$ cat src/pll_a_cfg_pkg.sv
// constants, layouts and types for the first synthesizer's configuration bank
// assumes a 32-bit apb slave with one byte register per aligned word
package pll_a_cfg_pkg;

    // register indices; the byte address is four times the index
    localparam logic [7:0] IDX_INT_DIV_HIGH  = 8'h3A;
    localparam logic [7:0] IDX_INT_DIV_LOW   = 8'h3B;
    localparam logic [7:0] IDX_FRAC_NUM_HIGH = 8'h3C;
    localparam logic [7:0] IDX_FRAC_NUM_MID  = 8'h3D;
    localparam logic [7:0] IDX_FRAC_NUM_LOW  = 8'h3E;
    localparam logic [7:0] IDX_FRAC_DEN_HIGH = 8'h3F;
    localparam logic [7:0] IDX_FRAC_DEN_MID  = 8'h40;
    localparam logic [7:0] IDX_FRAC_DEN_LOW  = 8'h41;
    localparam logic [7:0] IDX_MOD_CTRL      = 8'h42;
    localparam logic [7:0] IDX_FILTER_RES_2  = 8'h43;
    localparam logic [7:0] IDX_FILTER_CAP_1  = 8'h44;
    localparam logic [7:0] IDX_FILTER_RES_3  = 8'h45;

    // storage slots, slot = index - first index
    localparam int          NUM_REGS    = 12;
    localparam logic [3:0]  SLOT_NDIV_H = 4'h0;
    localparam logic [3:0]  SLOT_NDIV_L = 4'h1;
    localparam logic [3:0]  SLOT_NUM_H  = 4'h2;
    localparam logic [3:0]  SLOT_NUM_M  = 4'h3;
    localparam logic [3:0]  SLOT_NUM_L  = 4'h4;
    localparam logic [3:0]  SLOT_DEN_H  = 4'h5;
    localparam logic [3:0]  SLOT_DEN_M  = 4'h6;
    localparam logic [3:0]  SLOT_DEN_L  = 4'h7;
    localparam logic [3:0]  SLOT_MODC   = 4'h8;
    localparam logic [3:0]  SLOT_R2     = 4'h9;
    localparam logic [3:0]  SLOT_C1     = 4'hA;
    localparam logic [3:0]  SLOT_R3     = 4'hB;

    // reset values, slot 11 first
    localparam logic [NUM_REGS-1:0][7:0] REG_RESET = {
        8'h00, 8'h00, 8'h24, 8'h0C, 8'h00, 8'h00,
        8'h00, 8'h00, 8'h00, 8'h00, 8'h66, 8'h00};
    // writable bits, reserved bits are zero here
    localparam logic [NUM_REGS-1:0][7:0] REG_WMASK = {
        8'h7F, 8'h07, 8'h3F, 8'h0F, 8'hFF, 8'hFF,
        8'h3F, 8'hFF, 8'hFF, 8'h3F, 8'hFF, 8'h0F};

    // field positions inside the modulator and filter registers
    localparam int DITHER_LSB   = 2;
    localparam int ORDER_LSB    = 0;
    localparam int R3_CODE_LSB  = 1;
    localparam int FRAC_MODE_BIT = 0;

    // modulator order and dither codes
    localparam logic [1:0] ORDER_INTEGER = 2'h0;
    localparam logic [1:0] DITHER_WEAK   = 2'h0;
    localparam logic [1:0] DITHER_MEDIUM = 2'h1;
    localparam logic [1:0] DITHER_STRONG = 2'h2;
    localparam logic [1:0] DITHER_OFF    = 2'h3;

    // first capacitor value in pF: base plus step times code
    localparam logic [8:0] CAP_BASE_PF = 9'h005;
    localparam logic [8:0] CAP_STEP_PF = 9'h032;

    // effective divide value after reset, matches the reset divider bytes
    localparam logic [12:0] DIV_RESET = 13'h0066;

    // apb slave phases
    typedef enum logic [1:0] {
        ST_IDLE = 2'b01,
        ST_RESP = 2'b10
    } apb_state_t;

endpackage

$ cat src/div_cfg_if.sv
// carries the divider settings to the fractional sequencer and its result back
// assumes both ends run on the same apb clock
`timescale 1ns/1ps
interface div_cfg_if;
    logic [11:0] int_div;    // integer feedback divider
    logic [21:0] num;        // fraction numerator
    logic [21:0] den;        // fraction denominator
    logic [1:0]  order;      // modulator order
    logic [12:0] div_value;  // divide value of this step
    logic        carry;      // fraction overflowed this step

    modport cfg (output int_div, num, den, order, input div_value, carry);
    modport seq (input int_div, num, den, order, output div_value, carry);
endinterface

$ cat src/frac_div_seq.sv
// per-cycle feedback divide value from integer part and fraction
// assumes settings come from flops on the same clock
`timescale 1ns/1ps
module frac_div_seq
    import pll_a_cfg_pkg::*;
(
    input  wire logic pclk,
    input  wire logic presetn,
    div_cfg_if.seq    dif
);
    typedef struct packed {
        logic [21:0] acc;        // fraction accumulator
        logic [12:0] div_value;  // divide value presented
        logic        carry;      // overflow of this step
    } seq_state_t;

    localparam seq_state_t SEQ_RESET = '{acc: 22'h000000, div_value: DIV_RESET, carry: 1'b0};

    seq_state_t s_reg;
    seq_state_t s_next;

    // codes 0 and 1 both divide by one
    function automatic logic [12:0] int_ratio(input logic [11:0] n);
        int_ratio = (n == 12'h000) ? 13'h0001 : {1'b0, n};
    endfunction

    // accumulate numerator modulo denominator, carry adds one to the divide
    always_comb begin
        logic [22:0] sum;
        sum    = {1'b0, s_reg.acc} + {1'b0, dif.num};
        s_next = s_reg;
        if (dif.order == ORDER_INTEGER || dif.den == 22'h000000) begin
            // integer alone; a zero denominator would make no sense
            s_next.acc       = 22'h000000;
            s_next.carry     = 1'b0;
            s_next.div_value = int_ratio(dif.int_div);
        end else if (sum >= {1'b0, dif.den}) begin
            // average ends at int plus num over den
            s_next.acc       = 22'(sum - {1'b0, dif.den});
            s_next.carry     = 1'b1;
            s_next.div_value = int_ratio(dif.int_div) + 13'h0001;
        end else begin
            s_next.acc       = sum[21:0];
            s_next.carry     = 1'b0;
            s_next.div_value = int_ratio(dif.int_div);
        end
    end

    // state register
    always_ff @(posedge pclk or negedge presetn) begin
        if (!presetn) begin
            s_reg <= SEQ_RESET;
        end else begin
            s_reg <= s_next;
        end
    end

    assign dif.div_value = s_reg.div_value;
    assign dif.carry     = s_reg.carry;
endmodule

$ cat src/pll_a_loop_cfg.sv
// configuration bank of the first synthesizer behind an apb slave
// assumes an apb master on pclk; one byte register per aligned word
`timescale 1ns/1ps
module pll_a_loop_cfg
    import pll_a_cfg_pkg::*;
(
    input  wire logic                 pclk,
    input  wire logic                 presetn,
    input  wire logic                 psel,
    input  wire logic                 penable,
    input  wire logic                 pwrite,
    input  wire logic [11:0]          paddr,
    input  wire logic [31:0]          pwdata,
    input  wire logic [3:0]           pstrb,
    output logic      [31:0]          prdata,
    output logic                      pready,
    output logic                      pslverr,
    output logic      [11:0]          integer_feedback_divider,
    output logic      [21:0]          fraction_numerator,
    output logic      [21:0]          fraction_denominator,
    output logic      [1:0]           dither_select,
    output logic                      dither_on,
    output logic      [1:0]           modulator_order,
    output logic                      fractional_division,
    output logic      [5:0]           filter_second_resistor_code,
    output logic      [2:0]           filter_first_capacitor_code,
    output logic      [8:0]           filter_first_capacitor_pf,
    output logic      [5:0]           filter_third_resistor_code,
    output logic                      filter_fractional_mode,
    output logic      [12:0]          feedback_divide_value,
    output logic                      feedback_carry
);
    import pll_a_cfg_pkg::*;

    // whole state of the slave and the bank
    typedef struct packed {
        apb_state_t                  ph;        // apb phase
        logic                        pready;    // answer in access phase
        logic                        pslverr;   // unmapped or misaligned
        logic [31:0]                 prdata;    // read data
        logic [3:0]                  slot;      // slot caught at setup
        logic [NUM_REGS-1:0][7:0]    regs;      // register storage
        logic [8:0]                  cap_pf;    // first capacitor in pF
        logic                        dither_on; // dither enabled
        logic                        frac_div;  // fractional division
    } state_t;

    // reset image; derived fields agree with the reset register bytes
    localparam state_t S_RESET = '{
        ph:        ST_IDLE,
        pready:    1'b0,
        pslverr:   1'b0,
        prdata:    32'h00000000,
        slot:      4'h0,
        regs:      REG_RESET,
        cap_pf:    CAP_BASE_PF,
        dither_on: 1'b0,
        frac_div:  1'b0
    };

    state_t s_reg;      // registered state
    state_t s_next;     // next state

    div_cfg_if dif ();  // link to the fractional sequencer

    // true when the byte address names a register of this bank
    function automatic logic addr_hit(input logic [11:0] a);
        logic [7:0] idx;
        idx      = a[9:2];
        addr_hit = (a[1:0] == 2'h0) && (a[11:10] == 2'h0) &&
                   (idx >= IDX_INT_DIV_HIGH) && (idx <= IDX_FILTER_RES_3);
    endfunction

    // storage slot of a byte address, valid only when addr_hit holds
    function automatic logic [3:0] addr_slot(input logic [11:0] a);
        logic [7:0] diff;
        diff      = a[9:2] - IDX_INT_DIV_HIGH;
        addr_slot = diff[3:0];
    endfunction

    // capacitance in pF of a first capacitor code
    function automatic logic [8:0] cap_pf_of(input logic [2:0] code);
        cap_pf_of = CAP_BASE_PF + CAP_STEP_PF * {6'h00, code};
    endfunction

    // apb phases, register writes and derived decodes
    always_comb begin
        logic [7:0] wbyte;
        logic [3:0] cslot;
        logic [1:0] dsel;
        logic [1:0] ord;
        wbyte  = 8'h00;
        cslot  = addr_slot(paddr);
        dsel   = 2'h0;
        ord    = 2'h0;
        s_next = s_reg;
        unique case (s_reg.ph)
            ST_IDLE: begin
                // setup phase: decode, answer in the first access cycle
                if (psel && !penable) begin
                    s_next.ph      = ST_RESP;
                    s_next.pready  = 1'b1;
                    s_next.slot    = cslot;
                    s_next.pslverr = !addr_hit(paddr);
                    if (addr_hit(paddr) && !pwrite) begin
                        // stored bytes hold zero in reserved bits
                        s_next.prdata = {24'h000000, s_reg.regs[cslot]};
                    end else begin
                        s_next.prdata = 32'h00000000;
                    end
                end
            end
            ST_RESP: begin
                // access completes on this edge; pready is high now
                if (psel && penable) begin
                    s_next.ph      = ST_IDLE;
                    s_next.pready  = 1'b0;
                    s_next.pslverr = 1'b0;
                    s_next.prdata  = 32'h00000000;
                    // only the low lane carries a register
                    if (pwrite && !s_reg.pslverr && pstrb[0]) begin
                        wbyte = pwdata[7:0] & REG_WMASK[s_reg.slot];
                        s_next.regs[s_reg.slot] = wbyte;
                    end
                end else begin
                    // master dropped the transfer; go back quietly
                    s_next.ph      = ST_IDLE;
                    s_next.pready  = 1'b0;
                    s_next.pslverr = 1'b0;
                end
            end
            default: begin
                // illegal one-hot code: recover to idle
                s_next.ph     = ST_IDLE;
                s_next.pready = 1'b0;
            end
        endcase

        // decodes follow the new bytes so outputs agree on the same edge
        dsel              = s_next.regs[SLOT_MODC][DITHER_LSB +: 2];
        ord               = s_next.regs[SLOT_MODC][ORDER_LSB +: 2];
        s_next.dither_on  = (dsel != DITHER_OFF);
        s_next.frac_div   = (ord != ORDER_INTEGER);
        s_next.cap_pf     = cap_pf_of(s_next.regs[SLOT_C1][2:0]);
    end

    // the only clocked process
    always_ff @(posedge pclk or negedge presetn) begin
        if (!presetn) begin
            s_reg <= S_RESET;
        end else begin
            s_reg <= s_next;
        end
    end

    // divider settings toward the sequencer, all from flops
    assign dif.int_div = {s_reg.regs[SLOT_NDIV_H][3:0], s_reg.regs[SLOT_NDIV_L]};
    assign dif.num     = {s_reg.regs[SLOT_NUM_H][5:0], s_reg.regs[SLOT_NUM_M],
                          s_reg.regs[SLOT_NUM_L]};
    assign dif.den     = {s_reg.regs[SLOT_DEN_H][5:0], s_reg.regs[SLOT_DEN_M],
                          s_reg.regs[SLOT_DEN_L]};
    assign dif.order   = s_reg.regs[SLOT_MODC][ORDER_LSB +: 2];

    // sequencer; one step per clock, reacts one edge after a write
    frac_div_seq u_seq (
        .pclk    (pclk),
        .presetn (presetn),
        .dif     (dif.seq)
    );

    // apb answer
    assign prdata  = s_reg.prdata;
    assign pready  = s_reg.pready;
    assign pslverr = s_reg.pslverr;

    // configuration fields straight from the storage flops
    assign integer_feedback_divider    = dif.int_div;
    assign fraction_numerator          = dif.num;
    assign fraction_denominator        = dif.den;
    assign dither_select               = s_reg.regs[SLOT_MODC][DITHER_LSB +: 2];
    assign dither_on                   = s_reg.dither_on;
    assign modulator_order             = s_reg.regs[SLOT_MODC][ORDER_LSB +: 2];
    assign fractional_division         = s_reg.frac_div;
    assign filter_second_resistor_code = s_reg.regs[SLOT_R2][5:0];
    assign filter_first_capacitor_code = s_reg.regs[SLOT_C1][2:0];
    assign filter_first_capacitor_pf   = s_reg.cap_pf;
    assign filter_third_resistor_code  = s_reg.regs[SLOT_R3][R3_CODE_LSB +: 6];
    // software keeps this bit in step with the order field
    assign filter_fractional_mode      = s_reg.regs[SLOT_R3][FRAC_MODE_BIT];

    // divide value and overflow come from the sequencer's flops
    assign feedback_divide_value       = dif.div_value;
    assign feedback_carry              = dif.carry;
endmodule

$ cat config.mk
export PLATFORM = sky130hd
export DESIGN_NAME = pll_a_loop_cfg
export DESIGN_NICKNAME = d
export VERILOG_FILES = /design/src/pll_a_cfg_pkg.sv /design/src/div_cfg_if.sv /design/src/frac_div_seq.sv /design/src/pll_a_loop_cfg.sv
export SDC_FILE = /design/constraint.sdc
export NUM_CORES = 1
export LEC_CHECK = 0
export BUFFER_PORTS_ARGS = -buffer_cell sky130_fd_sc_hd__clkbuf_2
export CAP_MARGIN = 0
export CELL_PAD_IN_SITES_DETAIL_PLACEMENT = 0
export CELL_PAD_IN_SITES_GLOBAL_PLACEMENT = 1
export CORE_ASPECT_RATIO = 0.5
export CORE_MARGIN = 2
export CORE_UTILIZATION = 45
export CTS_BUF_LIST = sky130_fd_sc_hd__clkbuf_8
export CTS_CLUSTER_DIAMETER = 30
export CTS_CLUSTER_SIZE = 12
export DETAILED_ROUTE_END_ITERATION = 10
export PLACE_DENSITY_LB_ADDON = 0.1
export RECOVER_POWER = 25
export SKIP_CTS_REPAIR_TIMING = 1
export SKIP_LAST_GASP = 1
export SLEW_MARGIN = 0
export SYNTH_ARGS = -nofsm -noshare
export SYNTH_HDL_FRONTEND = slang
export SYNTH_SLANG_ARGS = --single-unit
$ cat constraint.sdc
create_clock -name pclk -period 5.8 [get_ports pclk]
set_clock_uncertainty 0.15 [all_clocks]
set_input_delay 1.16 -clock pclk [delete_from_list [all_inputs] [get_ports pclk]]
set_output_delay 1.16 -clock pclk [all_outputs]
set_load 0.05 [all_outputs]
---- Word-level counts from Yosys, hierarchy flattened ----
Memories as Yosys holds them, arrays and structs flattened.
Cells that the tools add are included.
storage, ports and cells
  bits in registers ....................... 183
  ROM bits ................................ 128
  bits of input ports ..................... 53
  output and inout port bits .............. 135
  word-level logic and storage cells ...... 86
  memories ................................ 1
cells by class
  add/subtract/negate cells ............... 5
  multipliers ............................. 1
  order comparisons ....................... 6
  equal/unequal tests ..................... 5
  muxes and demuxes ....................... 17
  bitwise gates (word level) .............. 1
  reduce and logical (&&, ||, !) cells .... 25
memories
  memory            depth  width  read ports  clocked after Yosys merged registers in  wr ports  RTL line               text
  (name not given)  16     8      1           0                                        0         pll_a_loop_cfg.sv:122  wbyte = pwdata[7:0] & REG_WMASK[s_reg.slot];
operators by type and width
  kind                     count
  $mux W83                 3
  $bwmux W96               1
  $mux W36                 2
  $pmux W33 S2             1
  $mux W40                 1
  $bmux W8 S4              1
  $demux W8 S4             1
  $mux W32                 1
  $mux W8                  4
  $add A22 B22 Y23         1
  $ge A23 B22 Y1           1
  $logic_not A22 Y1        1
  $sub A22 B22 Y22         1
  $add A13 B1 Y13 const B  1
  $logic_not A12 Y1        1
  $mux W12                 1
  $lt A4 B5 Y1 const B     2
  $add A3 B9 Y9 const A    1
  $logic_and A1 B1 Y1      9
  $and A8 B8 Y8            1
  $ge A8 B6 Y1 const B     1
  $le A8 B7 Y1 const B     1
  $mul A5 B3 Y8 const A    1
  $logic_not A2 Y1         3
  11 further kinds         19

---- Longest topological paths before layout ----
  word-level depth ........................ 10
  depth in mapped cells ................... 22
  depth with buffers taken out ............ 19

---- Modules after synthesis ----
From an unflattened synthesis, not the netlist that was laid out.
second synthesis, totals
  cells, all modules ...................... 1048
  area total of the unflattened synthesis .. 10322.4 sq um
modules (own cells, without submodules)
  module          instances  cells each  area each (sq um)  sequential area each (sq um)
  pll_a_loop_cfg  1          581         6496.2             3015.4
  frac_div_seq    1          467         3826.2             905.9

---- Worst setup path before layout ----
Ideal clock, no wire load.
  path kind ............................... reg-to-reg
  start point ............................. register s_reg (netlist bit fraction_numerator[0])
  end point ............................... register u_seq.s_reg[14] (netlist bit)
  library setup time ...................... 0.095 ns
  arrival ................................. 4.307 ns
  required time ........................... 5.555 ns
  path slack .............................. 1.248 ns
  cell stages (with the launch flop) ...... 21
  path buffers ............................ 2
  period minus slack after synthesis ...... 4.552 ns
  cells stage by stage .................... dfrtp_1 ha_1 inv_1 fa_1 nor2b_4 o2111ai_2 a31oi_1 o41a_1 a41oi_1 o41ai_2 xor2_1 ha_1 a21oi_1 nor2b_1 a2111o_1 a31oi_1 o211ai_2 or2_1 buf_6 buf_6 a211oi_1
RTL lines
  element                   RTL line               text
  start: declaration        pll_a_loop_cfg.sv:61   state_t s_reg;
  start signal: assignment  pll_a_loop_cfg.sv:152  s_reg <= s_next;
  end signal: assignment    frac_div_seq.sv:54     s_reg <= s_next;
  end: declaration          frac_div_seq.sv:19     seq_state_t s_reg;

==> impl_summary.md <==
Status
The flow ran to the end, but the final reports show violations. The checks that failed: capacitance limit, slew limit.

Floorplan
After floorplanning, the core was sized to cover approximately 0.022 mm^2. The initial utilization of the core area, before any placement, comes to a little under half. The die covers 0.0236 mm^2. The die is around 110 um tall. Row generation in the floorplan step produced 38 rows. ~190 I/O pins were placed. In this run the horizontal extent of the chip is about 220 um.

Drt
The final route contains about 7200 vias. After detailed routing, no signal wire sits above met4. The average wire per cell in the routed design is 20.4 um. The antenna violation net count after detailed routing is 0.

After the first detailed-routing iteration, the DRC count stood at roughly 630. The number of design rule violations left after detail routing is 0. The length of routed wiring on met1 is about 14000 um. The ratio of routed vias to standard cells is around 5.4. Detailed routing placed a total of roughly 11000 um of wire on met2. The first TritonRoute pass finished after 5 iterations. The routed length on met3 is around 1400 um. The routed wire length is 26900 um.

Timing
The shortest clock period the worst path allows after layout is between 5 and 6 ns. The final-layout worst hold slack is roughly 0.36 ns. In the finished design, the share of the clock period the worst path needs comes to between 90% and 100%. The max-slew violation count came to around 120. The worst-margin pin slew is 2.90 ns. Setup violations remaining at the end of the flow were counted as 0. Measured against its own limit, the worst slew margin works out to -93.1%. The maximum clock rate is between 150 and 200 MHz. The setup TNS is 0 ns.

Setup repair after global routing left no endpoint under its margin. The final number of hold-violating endpoints is 0.

Worst setup path
The worst-path maximum fanout is 16. STA classifies the critical path endpoint as a flip-flop. The startpoint class of the critical path is a flip-flop.

The cell count of the worst reg-to-reg path is 19. Data on the critical path arrives at its endpoint at ~5.5 ns. Data on the critical path is required at its endpoint by between 6 and 7 ns. The worst setup path is of the flip-flop to flip-flop kind.

Clocking
The register clock-pin slew on the reported worst setup and hold paths is between 0.1 and 0.15 ns. The number of buffers added by the clock tree synthesis step is 17. The root buffer cell chosen for the clock tree is clkbuf_8.

The clock passes through at most 2 buffers. The depth of the CTS H-tree is 4. The CTS tree is yes. For this design, the sink count on the clock tree is around 160. The source-to-sink clock delay at the later pin of the worst-skew pair is around 0.48 ns.

Power
The share of power burned in registers is ~52%. The cell internal power dissipation is ~1.5 mW. The clock network accounts for between 30% and 40% of the total power. Of the total power, the share spent switching nets is a little under a third. The reported net switching power is 0.679 mW. Power comes to roughly 2.2 mW. The worst-case IR drop observed on VDD is 0.137 mV. In this run, the combinational gates consume under 10% of the power. Summed over all cells, the static leakage comes to about 5.3 nW. Dividing total power by cell area gives a power density of roughly 200 mW/mm^2.

Run
The max-capacitance violation count is 1.

Synthesis
In this run, synthesis inferred 0 flip-flops with an integrated enable. The flip-flop cell with the highest count after synthesis is dfrtp_1. The number of unique standard cell types used by synthesis is between 70 and 80.

The cell area after synthesis is 0.0101 mm^2. Counting flops and latches in the post-synthesis netlist gives around 160. After technology mapping, the gate count stands at just under 1000. After synthesis, flip-flops and latches occupy between 30% and 40% of the total area. Counting flops with an async set or reset pin after synthesis yields a share of 100%. For this run, the number of Yosys warnings is 0.

Averaged over all synthesized cells, the footprint is 10.3 um^2.

Global route
The largest net degree at the start of global routing is between 100 and 150. The initial antenna violation count came to 0. The first-pass GRT wire length is slightly above 40000 um.

Global routing consumed, over all layers together, 23.3% of the routing resources. The via count of the first global-routing pass was 6627. After global routing the overflow that remains totals 0.

Placement
Once placement completed, the tool counted placed cells totaling ~1300. The number of buffers inserted by port buffering is 135. The final RePlAce weighted congestion is 0.866. The placed wire-length estimate is approximately 21000 um. The placed instances occupy a cell area of a little over 0.01 mm^2.

Finish
The repair_antennas step left the layout with diodes totalling 0. The top cell types in the final layout, fill and taps aside, are dfrtp_1, clkbuf_2, nand2_1. The post-route netlist has between 20 and 30% of its cells at a drive strength greater than 1. Leaving out fill and tap cells, the most frequent cell in the layout is dfrtp_1. The number of flip-flops in the largest register is 26.

The relative area change from synthesis to final layout is 4.93%. The filler cells instantiated in the layout total roughly 2100. With fillers left out, the area of the finished cells amounts to roughly 0.011 mm^2. In the final design database the tool counted around 1100 nets. After the flow finishes, the layout carries non-filler instances totaling ~1300.

Min path
Counting instances, the worst hold path has a depth of 1. The type of the most critical hold path is flip-flop to flip-flop.
## routing by layer
metal / GRT usage [%] / vias up
li1: - / 3359
met1: 36.3 / 3568
met2: 33.2 / 221
met3: 3.90 / 25
met4: 5.81 / 0
met5: 0 / -
## critical path, cell delays in order (launching register included)
cell       delay [ns]
dfrtp_1          0.48
ha_1             0.23
inv_1            0.06
fa_1             0.43
nor2b_4          0.15
o2111ai_2        0.12
a31oi_1          0.37
o41a_1           0.24
a41oi_1          0.21
o41ai_2          0.38
xor2_1           0.26
ha_1             0.32
a21oi_1          0.15
nor2b_1          0.07
a2111o_1         0.41
a31oi_1          0.19
o211ai_2         0.13
or2_1            0.29
buf_4            0.23
a211oi_1         0.28
## Yosys cell counts, drive strengths merged (3+ instances only)
master | instances | share of area (%)
clkbuf | 18 | 0.67
a22o | 25 | 2.2
nand2 | 76 | 2.8
nand2b | 5 | 0.31
dfstp | 14 | 3.7
ha | 51 | 6.3
nand4 | 6 | 0.37
a31oi | 5 | 0.31
a21o | 13 | 0.97
o21a | 6 | 0.45
or2 | 3 | 0.19
xnor2 | 36 | 3.1
and3 | 7 | 0.44
o2111ai | 5 | 0.50
or4 | 3 | 0.22
nor2 | 47 | 1.9
a211oi | 7 | 0.62
nor2b | 28 | 1.8
a21oi | 39 | 2.0
o21ai | 46 | 2.3
nand3 | 16 | 0.80
dfrtp | 142 | 35
o211ai | 4 | 0.35
mux2 | 58 | 6.5
nor4 | 9 | 0.56
mux2i | 9 | 0.90
mux4 | 24 | 5.4
nor3 | 17 | 0.95
buf | 139 | 10
inv | 55 | 2.1
xor2 | 17 | 1.5
o21bai | 5 | 0.37
## worst paths after layout
kind                                               endpoint             startpoint  slack [ns]
worst max-delay path                        u_seq.s_reg[14]  fraction_numerator[0]        0.54
worst min-delay path                              s_reg[80]              s_reg[80]        0.36
worst max register to register              u_seq.s_reg[14]  fraction_numerator[0]        0.54
worst min register to register                    s_reg[80]              s_reg[80]        0.36
max in group asynchronous       integer_feedback_divider[6]                presetn        2.23
min in group asynchronous                   u_seq.s_reg[16]                presetn        1.44
## power by group through the flow
stage / Sequential [mW] / Combinational, mW / Clock (mW)
floorplan: 1.14 / 0.158 / 0
global placement: 1.14 / 0.211 / 0
detailed placement: 1.14 / 0.212 / 0
CTS: 1.12 / 0.211 / 0.850
global route: 1.12 / 0.226 / 0.893
finish: 1.12 / 0.209 / 0.831
## area by class of cell
class	instances	area, um^2	share of cell area (%)
multi-input combinational	633	4920	46.6
sequential	156	3920	37.2
timing repair buffer	142	728	6.90
tap	300	375	3.56
clock buffer	17	234	2.22
inverter	55	206	1.96
clock inverter	15	168	1.59
## metrics by stage
stage	setup slack, ns	utilization [%]
CTS	0.447	48.5
floorplan	1.25	-
global placement	0.618	46.6
finish	0.536	48.5
detailed placement	0.499	46.6
global route	0.141	48.5
## cell families after synthesis
| family | share of synthesized area [%] |
|---|---|
| simple gates | 11.4 |
| fa+ha+maj | 6.74 |
| compound gates | 12.5 |
| flops | 39.0 |
| other cells | 0.0747 |
| mux | 12.8 |
| buf+inv | 13.0 |
| xor+xnor | 4.62 |
(Power assumes the default switching activity.)
